**config.mk**
```make
export PLATFORM = sky130hd
export DESIGN_NAME = wut_waveform_update_timing
export DESIGN_NICKNAME = d
export VERILOG_FILES = /design/src/wut_pkg.sv /design/src/wut_pfi_sel.sv /design/src/wut_waveform_update_timing.sv
export VERILOG_INCLUDE_DIRS = /design/src
export SDC_FILE = /design/constraint.sdc
export NUM_CORES = 1
export LEC_CHECK = 0
export ABC_AREA = 1
export BUFFER_PORTS_ARGS = -buffer_cell sky130_fd_sc_hd__buf_2
export CAP_MARGIN = 40
export CORE_MARGIN = 2
export CORE_UTILIZATION = 35
export DETAILED_ROUTE_END_ITERATION = 8
export PLACE_DENSITY_LB_ADDON = 0.15
export SLEW_MARGIN = 40
export SYNTH_ARGS = -nofsm -noshare
export SYNTH_HDL_FRONTEND = slang
export SYNTH_SLANG_ARGS = --single-unit
```
**constraint.sdc**
```tcl
create_clock -name clk_sys -period 5.89 [get_ports clk_sys]
set_input_delay 0 -clock clk_sys [delete_from_list [all_inputs] [get_ports clk_sys]]
set_output_delay 0 -clock clk_sys [all_outputs]
set_load 0.03 [all_outputs]
```
**src/wut_defines.svh**
```systemverilog
// Constants for the waveform update timing block: offsets, fields, resets, timing.
`ifndef WUT_DEFINES_SVH
`define WUT_DEFINES_SVH

// ==========================================================================
// Register byte offsets
`define WUT_OFS_CTRL       8'h00
`define WUT_OFS_TRIG_CFG   8'h04
`define WUT_OFS_UPD_CFG    8'h08
`define WUT_OFS_CLK_CFG    8'h0c
`define WUT_OFS_INTERVAL   8'h10
`define WUT_OFS_POINTS     8'h14
`define WUT_OFS_STATUS     8'h18
`define WUT_OFS_IRQ_STAT   8'h1c
`define WUT_OFS_IRQ_EN     8'h20
`define WUT_OFS_IRQ_CLR    8'h24

// ==========================================================================
// Field positions
`define WUT_CTRL_ARM       0
`define WUT_CTRL_STOP      1
`define WUT_CTRL_GATE      2
`define WUT_CTRL_POSTED    3
`define WUT_CTRL_OUTEN     4
`define WUT_CFG_PIN_LSB    0
`define WUT_CFG_PIN_MSB    3
`define WUT_CFG_POL        4
`define WUT_CFG_EXT        5
`define WUT_CFG_SLOW       6

// ==========================================================================
// Reset values
`define WUT_RST_WORD       32'h0000_0000
`define WUT_RST_COUNT      16'h0000

// ==========================================================================
// Timing
`define WUT_PFI_N          10
`define WUT_SYS_HZ         10000000
`define WUT_CLK_NS         100
`define WUT_TB_FAST_HZ     20000000
`define WUT_TB_SLOW_HZ     100000
`define WUT_TRIG_PW_MIN_NS 50
`define WUT_UPD_PW_MIN_NS  300
`define WUT_TRIG_PW_CYC    ((`WUT_TRIG_PW_MIN_NS + `WUT_CLK_NS - 1) / `WUT_CLK_NS)
`define WUT_UPD_PW_CYC     ((`WUT_UPD_PW_MIN_NS + `WUT_CLK_NS - 1) / `WUT_CLK_NS)
`define WUT_TB_SLOW_CYC    (`WUT_SYS_HZ / `WUT_TB_SLOW_HZ)
`define WUT_TB_FAST_CYC    ((`WUT_SYS_HZ / `WUT_TB_FAST_HZ) < 1 ? 1 : (`WUT_SYS_HZ / `WUT_TB_FAST_HZ))

`endif

```
**src/wut_pkg.sv**
```systemverilog
// Types shared by the waveform update timing block.
package wut_pkg;

    // ======================================================================
    // Sequencer states
    typedef enum logic [1:0] {
        WUT_IDLE,
        WUT_ARMED,
        WUT_RUN
    } wut_state_t;

    // ======================================================================
    // Input pin selection: pin number and polarity (1 = falling / active low)
    typedef struct packed {
        logic [3:0] pin;
        logic       pol;
    } wut_sel_t;

    // Event bits of the interrupt registers
    typedef struct packed {
        logic done;
        logic upd;
        logic trig;
    } wut_evt_t;

    // State of one input selector
    typedef struct packed {
        logic lvl;
        logic rise;
    } wut_pfi_state_t;

    // State of the whole timing block
    typedef struct packed {
        wut_state_t state;
        logic       gate;
        logic       posted;
        logic       outen;
        wut_sel_t   trig_sel;
        wut_sel_t   upd_sel;
        logic       upd_ext;
        wut_sel_t   clk_sel;
        logic       clk_ext;
        logic       clk_slow;
        logic [15:0] interval;
        logic [15:0] points;
        logic [15:0] left;
        logic [15:0] ui_cnt;
        logic [7:0]  tb_cnt;
        logic [1:0]  trig_cnt;
        logic [1:0]  upd_cnt;
        logic        dac_load;
        logic        done;
        wut_evt_t    stat;
        wut_evt_t    en;
        logic [31:0] rdata;
    } wut_state_s_t;

endpackage : wut_pkg

```
**src/wut_pfi_sel.sv**
```systemverilog
// Programmable input selector with polarity and rising-edge detection.
`timescale 1ns/1ps
`default_nettype none
`include "wut_defines.svh"

module wut_pfi_sel
    import wut_pkg::*;
(
    // Clock and reset
    input  wire logic                  clk_sys,
    input  wire logic                  rstn,
    // Pins and selection
    input  wire logic [`WUT_PFI_N-1:0] pfi_in,
    input  wire wut_sel_t              sel,
    // Selected signal
    output logic                       lvl,
    output logic                       rise
);

    wut_pfi_state_t st_reg;
    wut_pfi_state_t st_next;
    logic           raw;

    // ======================================================================
    // Pick the pin, fold polarity so that active is always high
    always_comb begin
        raw          = (sel.pin < 4'(`WUT_PFI_N)) ? pfi_in[sel.pin] : 1'b0;
        st_next.lvl  = raw ^ sel.pol;
        // Active-going change; a pin switch can fake one, so switch while idle
        st_next.rise = st_next.lvl & ~st_reg.lvl;
    end

    always_ff @(posedge clk_sys) begin
        if (!rstn) begin
            st_reg <= '0;
        end else begin
            st_reg <= st_next;
        end
    end

    assign lvl  = st_reg.lvl;
    assign rise = st_reg.rise;

endmodule : wut_pfi_sel

`default_nettype wire

```
**src/wut_waveform_update_timing.sv**
```systemverilog
// Waveform start trigger, update-interval counter and update strobe logic.
//
// Added by the designer: the register addresses and the strobed register port.
`timescale 1ns/1ps
`default_nettype none
`include "wut_defines.svh"

module wut_waveform_update_timing
    import wut_pkg::*;
(
    // Clock and reset
    input  wire logic                  clk_sys,
    input  wire logic                  rstn,
    // Register port
    input  wire logic [7:0]            reg_addr,
    input  wire logic [31:0]           reg_wdata,
    input  wire logic                  reg_wr,
    input  wire logic                  reg_rd,
    output logic [31:0]                reg_rdata,
    // Programmable function input pins
    input  wire logic [`WUT_PFI_N-1:0] pfi_in,
    // Trigger echo pin
    output logic                       trig_echo_o,
    output logic                       trig_echo_oe,
    // Update echo pin, active low
    output logic                       upd_echo_n_o,
    output logic                       upd_echo_n_oe,
    // Converter control
    output logic                       dac_load,
    output logic                       dac_posted_mode,
    // Interrupt
    output logic                       irq
);

    // ======================================================================
    // Declarations
    wut_state_s_t s_reg;
    wut_state_s_t s_next;
    wut_sel_t [2:0] sel_arr;
    logic [2:0]     sel_lvl;
    logic [2:0]     sel_rise;
    logic           trig_edge;
    logic           upd_edge;
    logic           clk_rise;
    logic           launch;
    logic           tb_tick;
    logic           ui_tick;
    logic           int_upd;
    logic           upd_req;
    logic           upd_apply;
    logic           finish;
    logic           sw_stop;
    logic [7:0]     tb_div;
    wut_evt_t       evt;
    wut_evt_t       clr;
    logic           wr_ctrl;

    // Unpack a configuration word into pin and polarity
    function automatic wut_sel_t cfg_sel(input logic [31:0] w);
        wut_sel_t r;
        r.pin = w[`WUT_CFG_PIN_MSB:`WUT_CFG_PIN_LSB];
        r.pol = w[`WUT_CFG_POL];
        return r;
    endfunction : cfg_sel

    // ======================================================================
    // Input selectors: trigger, update, interval clock
    assign sel_arr = {s_reg.clk_sel, s_reg.upd_sel, s_reg.trig_sel};

    genvar gi;
    generate
        for (gi = 0; gi < 3; gi++) begin : g_sel
            wut_pfi_sel u_sel (
                .clk_sys (clk_sys),
                .rstn    (rstn),
                .pfi_in  (pfi_in),
                .sel     (sel_arr[gi]),
                .lvl     (sel_lvl[gi]),
                .rise    (sel_rise[gi])
            );
        end
    endgenerate

    assign trig_edge = sel_rise[0];                  // Chosen edge of start trigger
    assign upd_edge  = sel_rise[1];                  // Chosen edge of update strobe
    assign clk_rise  = sel_rise[2];                  // Level-mode clock going active

    // ======================================================================
    // Timebase and update-interval clock
    // The 20 MHz timebase exceeds this clock, so it ticks every cycle instead
    always_comb begin
        tb_div  = s_reg.clk_slow ? 8'(`WUT_TB_SLOW_CYC) : 8'(`WUT_TB_FAST_CYC);
        tb_tick = (s_reg.tb_cnt == 8'h00);
        ui_tick = s_reg.clk_ext ? clk_rise : tb_tick; // Count clock of interval counter
    end

    // ======================================================================
    // Sequencing decisions
    always_comb begin
        wr_ctrl   = reg_wr && (reg_addr == `WUT_OFS_CTRL);
        sw_stop   = wr_ctrl && reg_wdata[`WUT_CTRL_STOP];
        launch    = (s_reg.state == WUT_ARMED) && trig_edge;
        // Internal update when the running counter expires
        int_upd   = (s_reg.state == WUT_RUN) && !s_reg.upd_ext && ui_tick
                    && (s_reg.ui_cnt <= 16'h0001);
        upd_req   = s_reg.upd_ext ? ((s_reg.state == WUT_RUN) && upd_edge) : int_upd;
        // Gate set or posted mode clear holds back the converter load
        upd_apply = upd_req && !s_reg.gate && s_reg.posted
                    && (s_reg.left != 16'h0000) && !sw_stop;
        // One more update than points closes the run
        finish    = upd_req && !s_reg.gate && (s_reg.left == 16'h0000);
        evt.trig  = launch;
        evt.upd   = upd_apply;
        evt.done  = finish;
        clr       = (reg_wr && (reg_addr == `WUT_OFS_IRQ_CLR)) ? wut_evt_t'(reg_wdata[2:0])
                                                               : wut_evt_t'(3'h0);
    end

    // ======================================================================
    // Next-state logic
    always_comb begin
        s_next = s_reg;

        // Configuration writes, one selector per function
        if (wr_ctrl) begin
            s_next.gate   = reg_wdata[`WUT_CTRL_GATE];
            s_next.posted = reg_wdata[`WUT_CTRL_POSTED];
            s_next.outen  = reg_wdata[`WUT_CTRL_OUTEN];
        end
        if (reg_wr && (reg_addr == `WUT_OFS_TRIG_CFG)) begin
            s_next.trig_sel = cfg_sel(reg_wdata);
        end
        if (reg_wr && (reg_addr == `WUT_OFS_UPD_CFG)) begin
            s_next.upd_sel = cfg_sel(reg_wdata);
            s_next.upd_ext = reg_wdata[`WUT_CFG_EXT];
        end
        if (reg_wr && (reg_addr == `WUT_OFS_CLK_CFG)) begin
            s_next.clk_sel  = cfg_sel(reg_wdata);
            s_next.clk_ext  = reg_wdata[`WUT_CFG_EXT];
            s_next.clk_slow = reg_wdata[`WUT_CFG_SLOW];
        end
        if (reg_wr && (reg_addr == `WUT_OFS_INTERVAL)) begin
            s_next.interval = reg_wdata[15:0];
        end
        if (reg_wr && (reg_addr == `WUT_OFS_POINTS)) begin
            s_next.points = reg_wdata[15:0];
        end
        if (reg_wr && (reg_addr == `WUT_OFS_IRQ_EN)) begin
            s_next.en = wut_evt_t'(reg_wdata[2:0]);
        end

        // Timebase divider runs freely so tick phase does not depend on start
        s_next.tb_cnt = (s_reg.tb_cnt >= tb_div - 8'h01) ? 8'h00 : s_reg.tb_cnt + 8'h01;

        // Sequencer
        unique case (s_reg.state)
            WUT_IDLE: begin
                if (wr_ctrl && reg_wdata[`WUT_CTRL_ARM] && !sw_stop) begin
                    s_next.state = WUT_ARMED;
                    s_next.done  = 1'b0;
                end
            end
            WUT_ARMED: begin
                if (sw_stop) begin
                    s_next.state = WUT_IDLE;
                end else if (launch) begin
                    s_next.state = WUT_RUN;
                    s_next.left  = s_reg.points;
                    // Interval counter loads on the start edge
                    s_next.ui_cnt = (s_reg.interval == 16'h0000) ? 16'h0001 : s_reg.interval;
                end
            end
            WUT_RUN: begin
                if (sw_stop || finish) begin
                    s_next.state = WUT_IDLE;
                    s_next.done  = finish;
                end else begin
                    if (!s_reg.upd_ext && ui_tick) begin
                        // Count down and reload on expiry
                        s_next.ui_cnt = int_upd ? ((s_reg.interval == 16'h0000) ? 16'h0001
                                                                                : s_reg.interval)
                                                : s_reg.ui_cnt - 16'h0001;
                    end
                    if (upd_apply) begin
                        s_next.left = s_reg.left - 16'h0001;
                    end
                end
            end
        endcase

        // Trigger echo pulse and update echo pulse
        s_next.trig_cnt = launch ? 2'(`WUT_TRIG_PW_CYC)
                                 : ((s_reg.trig_cnt != 2'h0) ? s_reg.trig_cnt - 2'h1 : 2'h0);
        s_next.upd_cnt  = upd_apply ? 2'(`WUT_UPD_PW_CYC)
                                    : ((s_reg.upd_cnt != 2'h0) ? s_reg.upd_cnt - 2'h1 : 2'h0);
        s_next.dac_load = upd_apply;

        // Sticky events; a set in the clearing cycle wins
        s_next.stat = (s_reg.stat & ~clr) | evt;

        // Read data stand one cycle after the read strobe
        s_next.rdata = 32'h0000_0000;
        if (reg_rd) begin
            unique case (reg_addr)
                `WUT_OFS_CTRL:     s_next.rdata = {27'h0, s_reg.outen, s_reg.posted,
                                                   s_reg.gate, 2'h0};
                `WUT_OFS_TRIG_CFG: s_next.rdata = {27'h0, s_reg.trig_sel};
                `WUT_OFS_UPD_CFG:  s_next.rdata = {26'h0, s_reg.upd_ext, s_reg.upd_sel};
                `WUT_OFS_CLK_CFG:  s_next.rdata = {25'h0, s_reg.clk_slow, s_reg.clk_ext,
                                                   s_reg.clk_sel};
                `WUT_OFS_INTERVAL: s_next.rdata = {16'h0, s_reg.interval};
                `WUT_OFS_POINTS:   s_next.rdata = {16'h0, s_reg.points};
                `WUT_OFS_STATUS:   s_next.rdata = {s_reg.left, 13'h0, s_reg.done,
                                                   s_reg.state};
                `WUT_OFS_IRQ_STAT: s_next.rdata = {29'h0, s_reg.stat};
                `WUT_OFS_IRQ_EN:   s_next.rdata = {29'h0, s_reg.en};
                default:           s_next.rdata = 32'h0000_0000;
            endcase
        end
    end

    // ======================================================================
    // State register
    always_ff @(posedge clk_sys) begin
        if (!rstn) begin
            s_reg <= '0;
        end else begin
            s_reg <= s_next;
        end
    end

    // ======================================================================
    // Outputs; only trigger and update echoes drive pins, clock has none
    assign trig_echo_o     = (s_reg.trig_cnt != 2'h0);
    assign trig_echo_oe    = s_reg.outen;
    assign upd_echo_n_o    = (s_reg.upd_cnt == 2'h0);
    assign upd_echo_n_oe   = s_reg.outen;
    assign dac_load        = s_reg.dac_load;
    assign dac_posted_mode = s_reg.posted;
    assign reg_rdata       = s_reg.rdata;
    assign irq             = |(s_reg.stat & s_reg.en);
endmodule : wut_waveform_update_timing

`default_nettype wire

```
=== Word-level counts from Yosys, hierarchy flattened ===
Index checks and enable logic that the tools add are counted.

* Register bits: 145
* Output and inout bits: 39
* Logic and storage cells: 163

* $add $sub $neg: 6
* Order comparisons: 8
* Equality and inequality tests: 19
* Muxes and demuxes: 34
* Bitwise operators: 15
* Reduce and logical (&&, ||, !) cells: 45

{| class="wikitable"
|+ Operators with widths
! cell !! number
|-
| $pmux 32 s9 || 1
|-
| $mux 32 || 3
|-
| $mux 16 || 4
|-
| $pmux 32 s2 || 1
|-
| $eq 8x5->1 const B || 4
|-
| $logic_not 16->1 || 2
|-
| $sub 16x1->16 const B || 2
|-
| $logic_and 1x1->1 || 22
|-
| $eq 8x4->1 const B || 2
|-
| $eq 8x6->1 const B || 2
|-
| $le 16x1->1 const B || 1
|-
| $logic_not 8->1 || 2
|-
| $reduce_bool 16->1 || 1
|-
| $lt 4x5->1 const B || 3
|-
| $bmux 1 s4 || 3
|-
| $lt 4x4->1 const B || 3
|-
| $mux 1 || 12
|-
| $mux 2 || 6
|-
| $ne 2x2->1 const B || 5
|-
| $reduce_and 5->1 || 2
|-
| $add 8x1->8 const B || 1
|-
| $eq 8x3->1 const B || 1
|-
| $ge 8x8->1 || 1
|-
| $reduce_bool 2->1 || 4
|-
| 23 further kinds || 39
|}

=== Longest topological paths before layout ===
* Depth in word-level cells: 12
* Mapped depth: 17
* Gate-level depth less buffers: 15

=== Cells and area by module ===
A second synthesis with hierarchy kept.

* Cells, all modules: 1087
* Area, all modules: 7558.5 sq um

{| class="wikitable"
|+ Modules (own cells, without submodules)
! module !! instances !! cells each !! area each (sq um)
|-
| wut_waveform_update_timing || 1 || 970 || 6924.1
|-
| wut_pfi_sel || 3 || 39 || 211.5
|}

=== Worst setup path before layout ===
OpenSTA, ideal clock, no wires.

* Path type: reg-to-reg
* Start: register s_reg[137] in the netlist's numbering
* End: register s_reg[62] in the netlist's numbering
* Arrival: 1.762 ns
* Data required time: 5.777 ns
* Slack: 4.016 ns
* Stages on the path, launching flop included: 18
* Period minus slack after synthesis: 1.874 ns
* Cells stage by stage: dfxtp_1 > inv_1 > ha_1 > buf_4 > inv_2 > nor3_2 > nand3_1 > nor2_1 > nand2_1 > nand2_2 > nand3_2 > nand2_1 > nand2_2 > nand3_4 > buf_6 > nand2_1 > nand2_1 > nor2_1

* Word-level cells in the longest chain between the ends: 10
* Elaborated cells between the ends (all ways): 21
* Those cells by class: 6 x eq/ne; 5 x mux; 10 x reduce/logical

{| class="wikitable"
|+ RTL lines
! what !! RTL line !! source
|-
| start, declared || wut_waveform_update_timing.sv:37 || <nowiki>wut_state_s_t s_reg;</nowiki>
|-
| start signal, assigned || wut_waveform_update_timing.sv:228 || <nowiki>s_reg <= s_next;</nowiki>
|-
| $eq 2x2->1 || wut_waveform_update_timing.sv:104, wut_waveform_update_timing.sv:106, wut_waveform_update_timing.sv:156 ||
|-
| $logic_and 1x1->1 (2 in series) || wut_waveform_update_timing.sv:104 || <nowiki>int_upd = (s_reg.state == WUT_RUN) && !s_reg.upd_ext && ui_tick</nowiki>
|-
| $logic_and 1x1->1 || wut_waveform_update_timing.sv:105 || <nowiki>&& (s_reg.ui_cnt <= 16'h0001);</nowiki>
|-
| $mux 1 || wut_waveform_update_timing.sv:106 || <nowiki>upd_req = s_reg.upd_ext ? ((s_reg.state == WUT_RUN) && upd_edge) : int_upd;</nowiki>
|-
| $logic_and 1x1->1 (2 in series) || wut_waveform_update_timing.sv:111 || <nowiki>finish = upd_req && !s_reg.gate && (s_reg.left == 16'h0000);</nowiki>
|-
| $logic_or 1x1->1 || wut_waveform_update_timing.sv:174 || <nowiki>if (sw_stop || finish) begin</nowiki>
|-
| $ne 2x2->1 (no source line) || -- ||
|-
| $reduce_and 5->1 (no source line) || -- ||
|}

Parallel ways exist; a longest one is shown, timed or not. The select of a mux whose other input is x is not followed.
A chain may end at the register's enable or synchronous reset.

=== Final worst setup path ===
* Start: input port reg_wr
* End: register s_reg[82] in the netlist's numbering

* Word-level cells in the longest chain between the ends: 6
* Elaborated cells between the ends (all ways): 9
* Those cells by class: 3 x eq/ne; 6 x reduce/logical

{| class="wikitable"
|+ RTL lines
! what !! RTL line !! source
|-
| start, declared || wut_waveform_update_timing.sv:17 || <nowiki>input wire logic reg_wr,</nowiki>
|-
| $logic_and 1x1->1 (*) || wut_waveform_update_timing.sv:100 || <nowiki>wr_ctrl = reg_wr && (reg_addr == `WUT_OFS_CTRL);</nowiki>
|-
| $logic_and 1x1->1 (*) || wut_waveform_update_timing.sv:101 || <nowiki>sw_stop = wr_ctrl && reg_wdata[`WUT_CTRL_STOP];</nowiki>
|-
| $logic_not 1->1 || wut_waveform_update_timing.sv:109 || <nowiki>&& (s_reg.left != 16'h0000) && !sw_stop;</nowiki>
|-
| $logic_and 1x1->1 || wut_waveform_update_timing.sv:109 ||
|-
| $ne 2x2->1 (no source line) || -- ||
|-
| $reduce_and 5->1 (no source line) (*) || -- ||
|}

Mark *: on every way between the ends. The rest lies on a longest branch, timed or not.

==> impl_metrics.json <==
{
  "status": "finished clean",
  "synth_nets": 1097,
  "p_sw_frac": 0.327,
  "r2r-start": "s_reg[137]",
  "hp-start": "reg_addr[0]",
  "worstSetupStartpointType": "input port",
  "endpoint_kind": "flip-flop",
  "max_freq_ghz": 0.392,
  "io_buffers": 76,
  "drive_above_1_share": 0.152,
  "slew_headroom": 0.448,
  "n_antenna_cell": 0,
  "combPwrFrac": 0.257,
  "first_pass_iters": 6,
  "grt_pass1_wl_mm": 33.6,
  "p_int_w": 0.00206,
  "ctsHoldBuffers": 18,
  "layout_commonest_cell": "nand2_1",
  "fin_area_um2": 8590,
  "synthTopCellsByArea": "dfxtp_1 (39%), nand2_1 (8.0%), nor2_1 (6.6%)",
  "cts.sinks": 145,
  "track_usage": 0.194,
  "drtIter0Drc": 463,
  "globalplace.congestion": 0.814,
  "die_area_um2": 22400,
  "path_class": "input port to flip-flop",
  "postRouteAntennaNets": 0,
  "post_cts_buffers": 0,
  "layout_setup_ws_ps": 3340,
  "hold_viol": 0,
  "synthDominantCellAreaShare": 0.390,
  "clk_pin_slew_ps": 70,
  "grt_remaining_overflow": 0,
  "area_growth_pct": 15.4,
  "wl_per_cell_um": 15.1,
  "avgSynthCellArea_um2": 7.23,
  "p_sw_w": 0.00100,
  "finalSetupViolations": 0,
  "clk_path_buf_depth": 2,
  "syn_inst": 1029,
  "worst_clock_skew_ps": 9.92,
  "htree_levels": 4,
  "grt_setup_unrepaired": "no",
  "ys_seq_elements": 145,
  "dp_hpwl_mm": 14.5,
  "synth_warnings": 0,
  "place_ws_ps": 3490,
  "synth_edf_count": 0,
  "antenna_found_initial": 0,
  "cp_max_fo": 17,
  "vdd_drop_max_mv": 0.201,
  "grt_pass1_vias": 6292,
  "synthFlopType": "dfxtp_1",
  "drv_cap": 0,
  "yosysTopAreaCell": "dfxtp_1",
  "synth_area_um2": 7440,
  "clock_latency_ps": 430,
  "p_leak_nw": 3.58,
  "powerDensity_nw_per_um2": 357,
  "p_seq_frac": 0.351,
  "wirelength_mm": 20.6,
  "viasPerCell": 4.81,
  "mostFrequentLayoutCells": "nand2_1 (158), dfxtp_1 (145), nor2_1 (128), inv_1 (120), o21ai_0 (85)",
  "cts_buffers": 17,
  "cts_root_buf": "clkbuf_16",
  "seq_area_frac_synth": 0.390,
  "crit_required_ps": 6210,
  "tightest_slew_ps": 828,
  "finalMaxSlewViolations": 0,
  "fin_crit_sh": 0.433,
  "place_area_um2": 7750,
  "grt_max_degree": 48,
  "worstPathArrival_ps": 2870,
  "post-route-util": 0.410,
  "fp.dieH_um": 150,
  "reg2reg_slack_ps": 3520,
  "tritoncts": "yes",
  "drc": 0,
  "start_util": 0.355,
  "top_level_ports": 93,
  "fill_cells": 2274,
  "largest_register_ffs": 104,
  "ys_async_sr_fraction": 0,
  "critPathLaunch": "reg_wr",
  "hold_path_class": "input port to flip-flop",
  "fp.dieW_um": 150,
  "setup_tns_ps": 0,
  "nNetsFinal": 1144,
  "pwr-share-clk": 0.392,
  "cts_resized": 0,
  "period_minus_slack_ps": 2550,
  "rows": 53,
  "vias": 6567,
  "fp.coreArea_um2": 21000,
  "synth_cell_types": 45
}
## worst paths after layout
| check | to | cells after the start |
|---|---|---|
| max | s_reg[82] | 10 |
| min | reg_rdata[18] | 6 |
| max reg2reg | s_reg[55] | 13 |
| min reg2reg | g_sel[0].u_sel.rise | 1 |
## per-layer routing
metal  up-vias  wire, um  GRT usage
met5         -         0          0
met4         0       272     0.0547
met3        21       893     0.0354
met2       137      9750      0.323
met1      2979      9720      0.257
li1       3430         -          -
## cell usage after synthesis, types with 4 or more instances
| library cell | instances |
|---|---|
| clkbuf_1 | 16 |
| a21oi_2 | 10 |
| nand4_1 | 8 |
| a22oi_1 | 7 |
| nand3_1 | 58 |
| nand2_4 | 4 |
| a211oi_1 | 24 |
| nand2_1 | 159 |
| ha_1 | 14 |
| buf_4 | 35 |
| a21oi_1 | 68 |
| dfxtp_1 | 145 |
| inv_2 | 5 |
| o22ai_1 | 11 |
| inv_1 | 120 |
| nor3_1 | 27 |
| nor4_1 | 7 |
| o21ai_0 | 85 |
| nor2_1 | 130 |
| nand2_2 | 15 |
| xor2_1 | 22 |
| nor2_2 | 4 |
| buf_2 | 13 |
## power by group through the flow
stage                     combinational, W  sequential, W  clock (W)
after global routing              0.000906        0.00108    0.00127
after CTS                         0.000789        0.00108    0.00123
after floorplan                   0.000650        0.00109          0
after global placement            0.000775        0.00110          0
final                             0.000787        0.00108    0.00120
after detailed placement          0.000775        0.00110          0
## cell type report
class | instances | area (um^2) | area share
well taps | 275 | 344 | 0.0401
repair buffers | 99 | 598 | 0.0696
clock inverters | 13 | 209 | 0.0243
inverters | 126 | 473 | 0.0551
flip-flops and latches | 145 | 2900 | 0.338
multi-input cells | 687 | 3620 | 0.421
clock buffers | 19 | 443 | 0.0516
## stage by stage
stage	hold WS, ps	total power [W]	std cells
after floorplan	148	0.00174	1029
after detailed placement	286	0.00187	1314
final	17.1	0.00306	1364
after global routing	40.1	0.00326	1364
after global placement	281	0.00187	1314
after CTS	2.13	0.00309	1364
## cells by family (layout without fill, tap and decap cells)
logic type,after synthesis,count (layout),synth area share
buffers and inverters,197,257,0.124
multiplexers,1,1,0.00135
adder cells (fa/ha/maj),14,14,0.0235
flip-flops,145,145,0.390
AO/OA/AOI/OAI,217,217,0.167
XOR/XNOR,25,25,0.0294
AND/OR/NAND/NOR,430,430,0.264
## critical path: stages
cell,delay (ps)
dlygate4sd3_1,530
buf_2,210
inv_1,560
nor2_8,120
nand2_4,130
a21oi_2,70
nor2_2,630
nand2_4,320
o21ai_0,240
nor2_1,50
No activity file was read; power rests on OpenSTA's default activity.
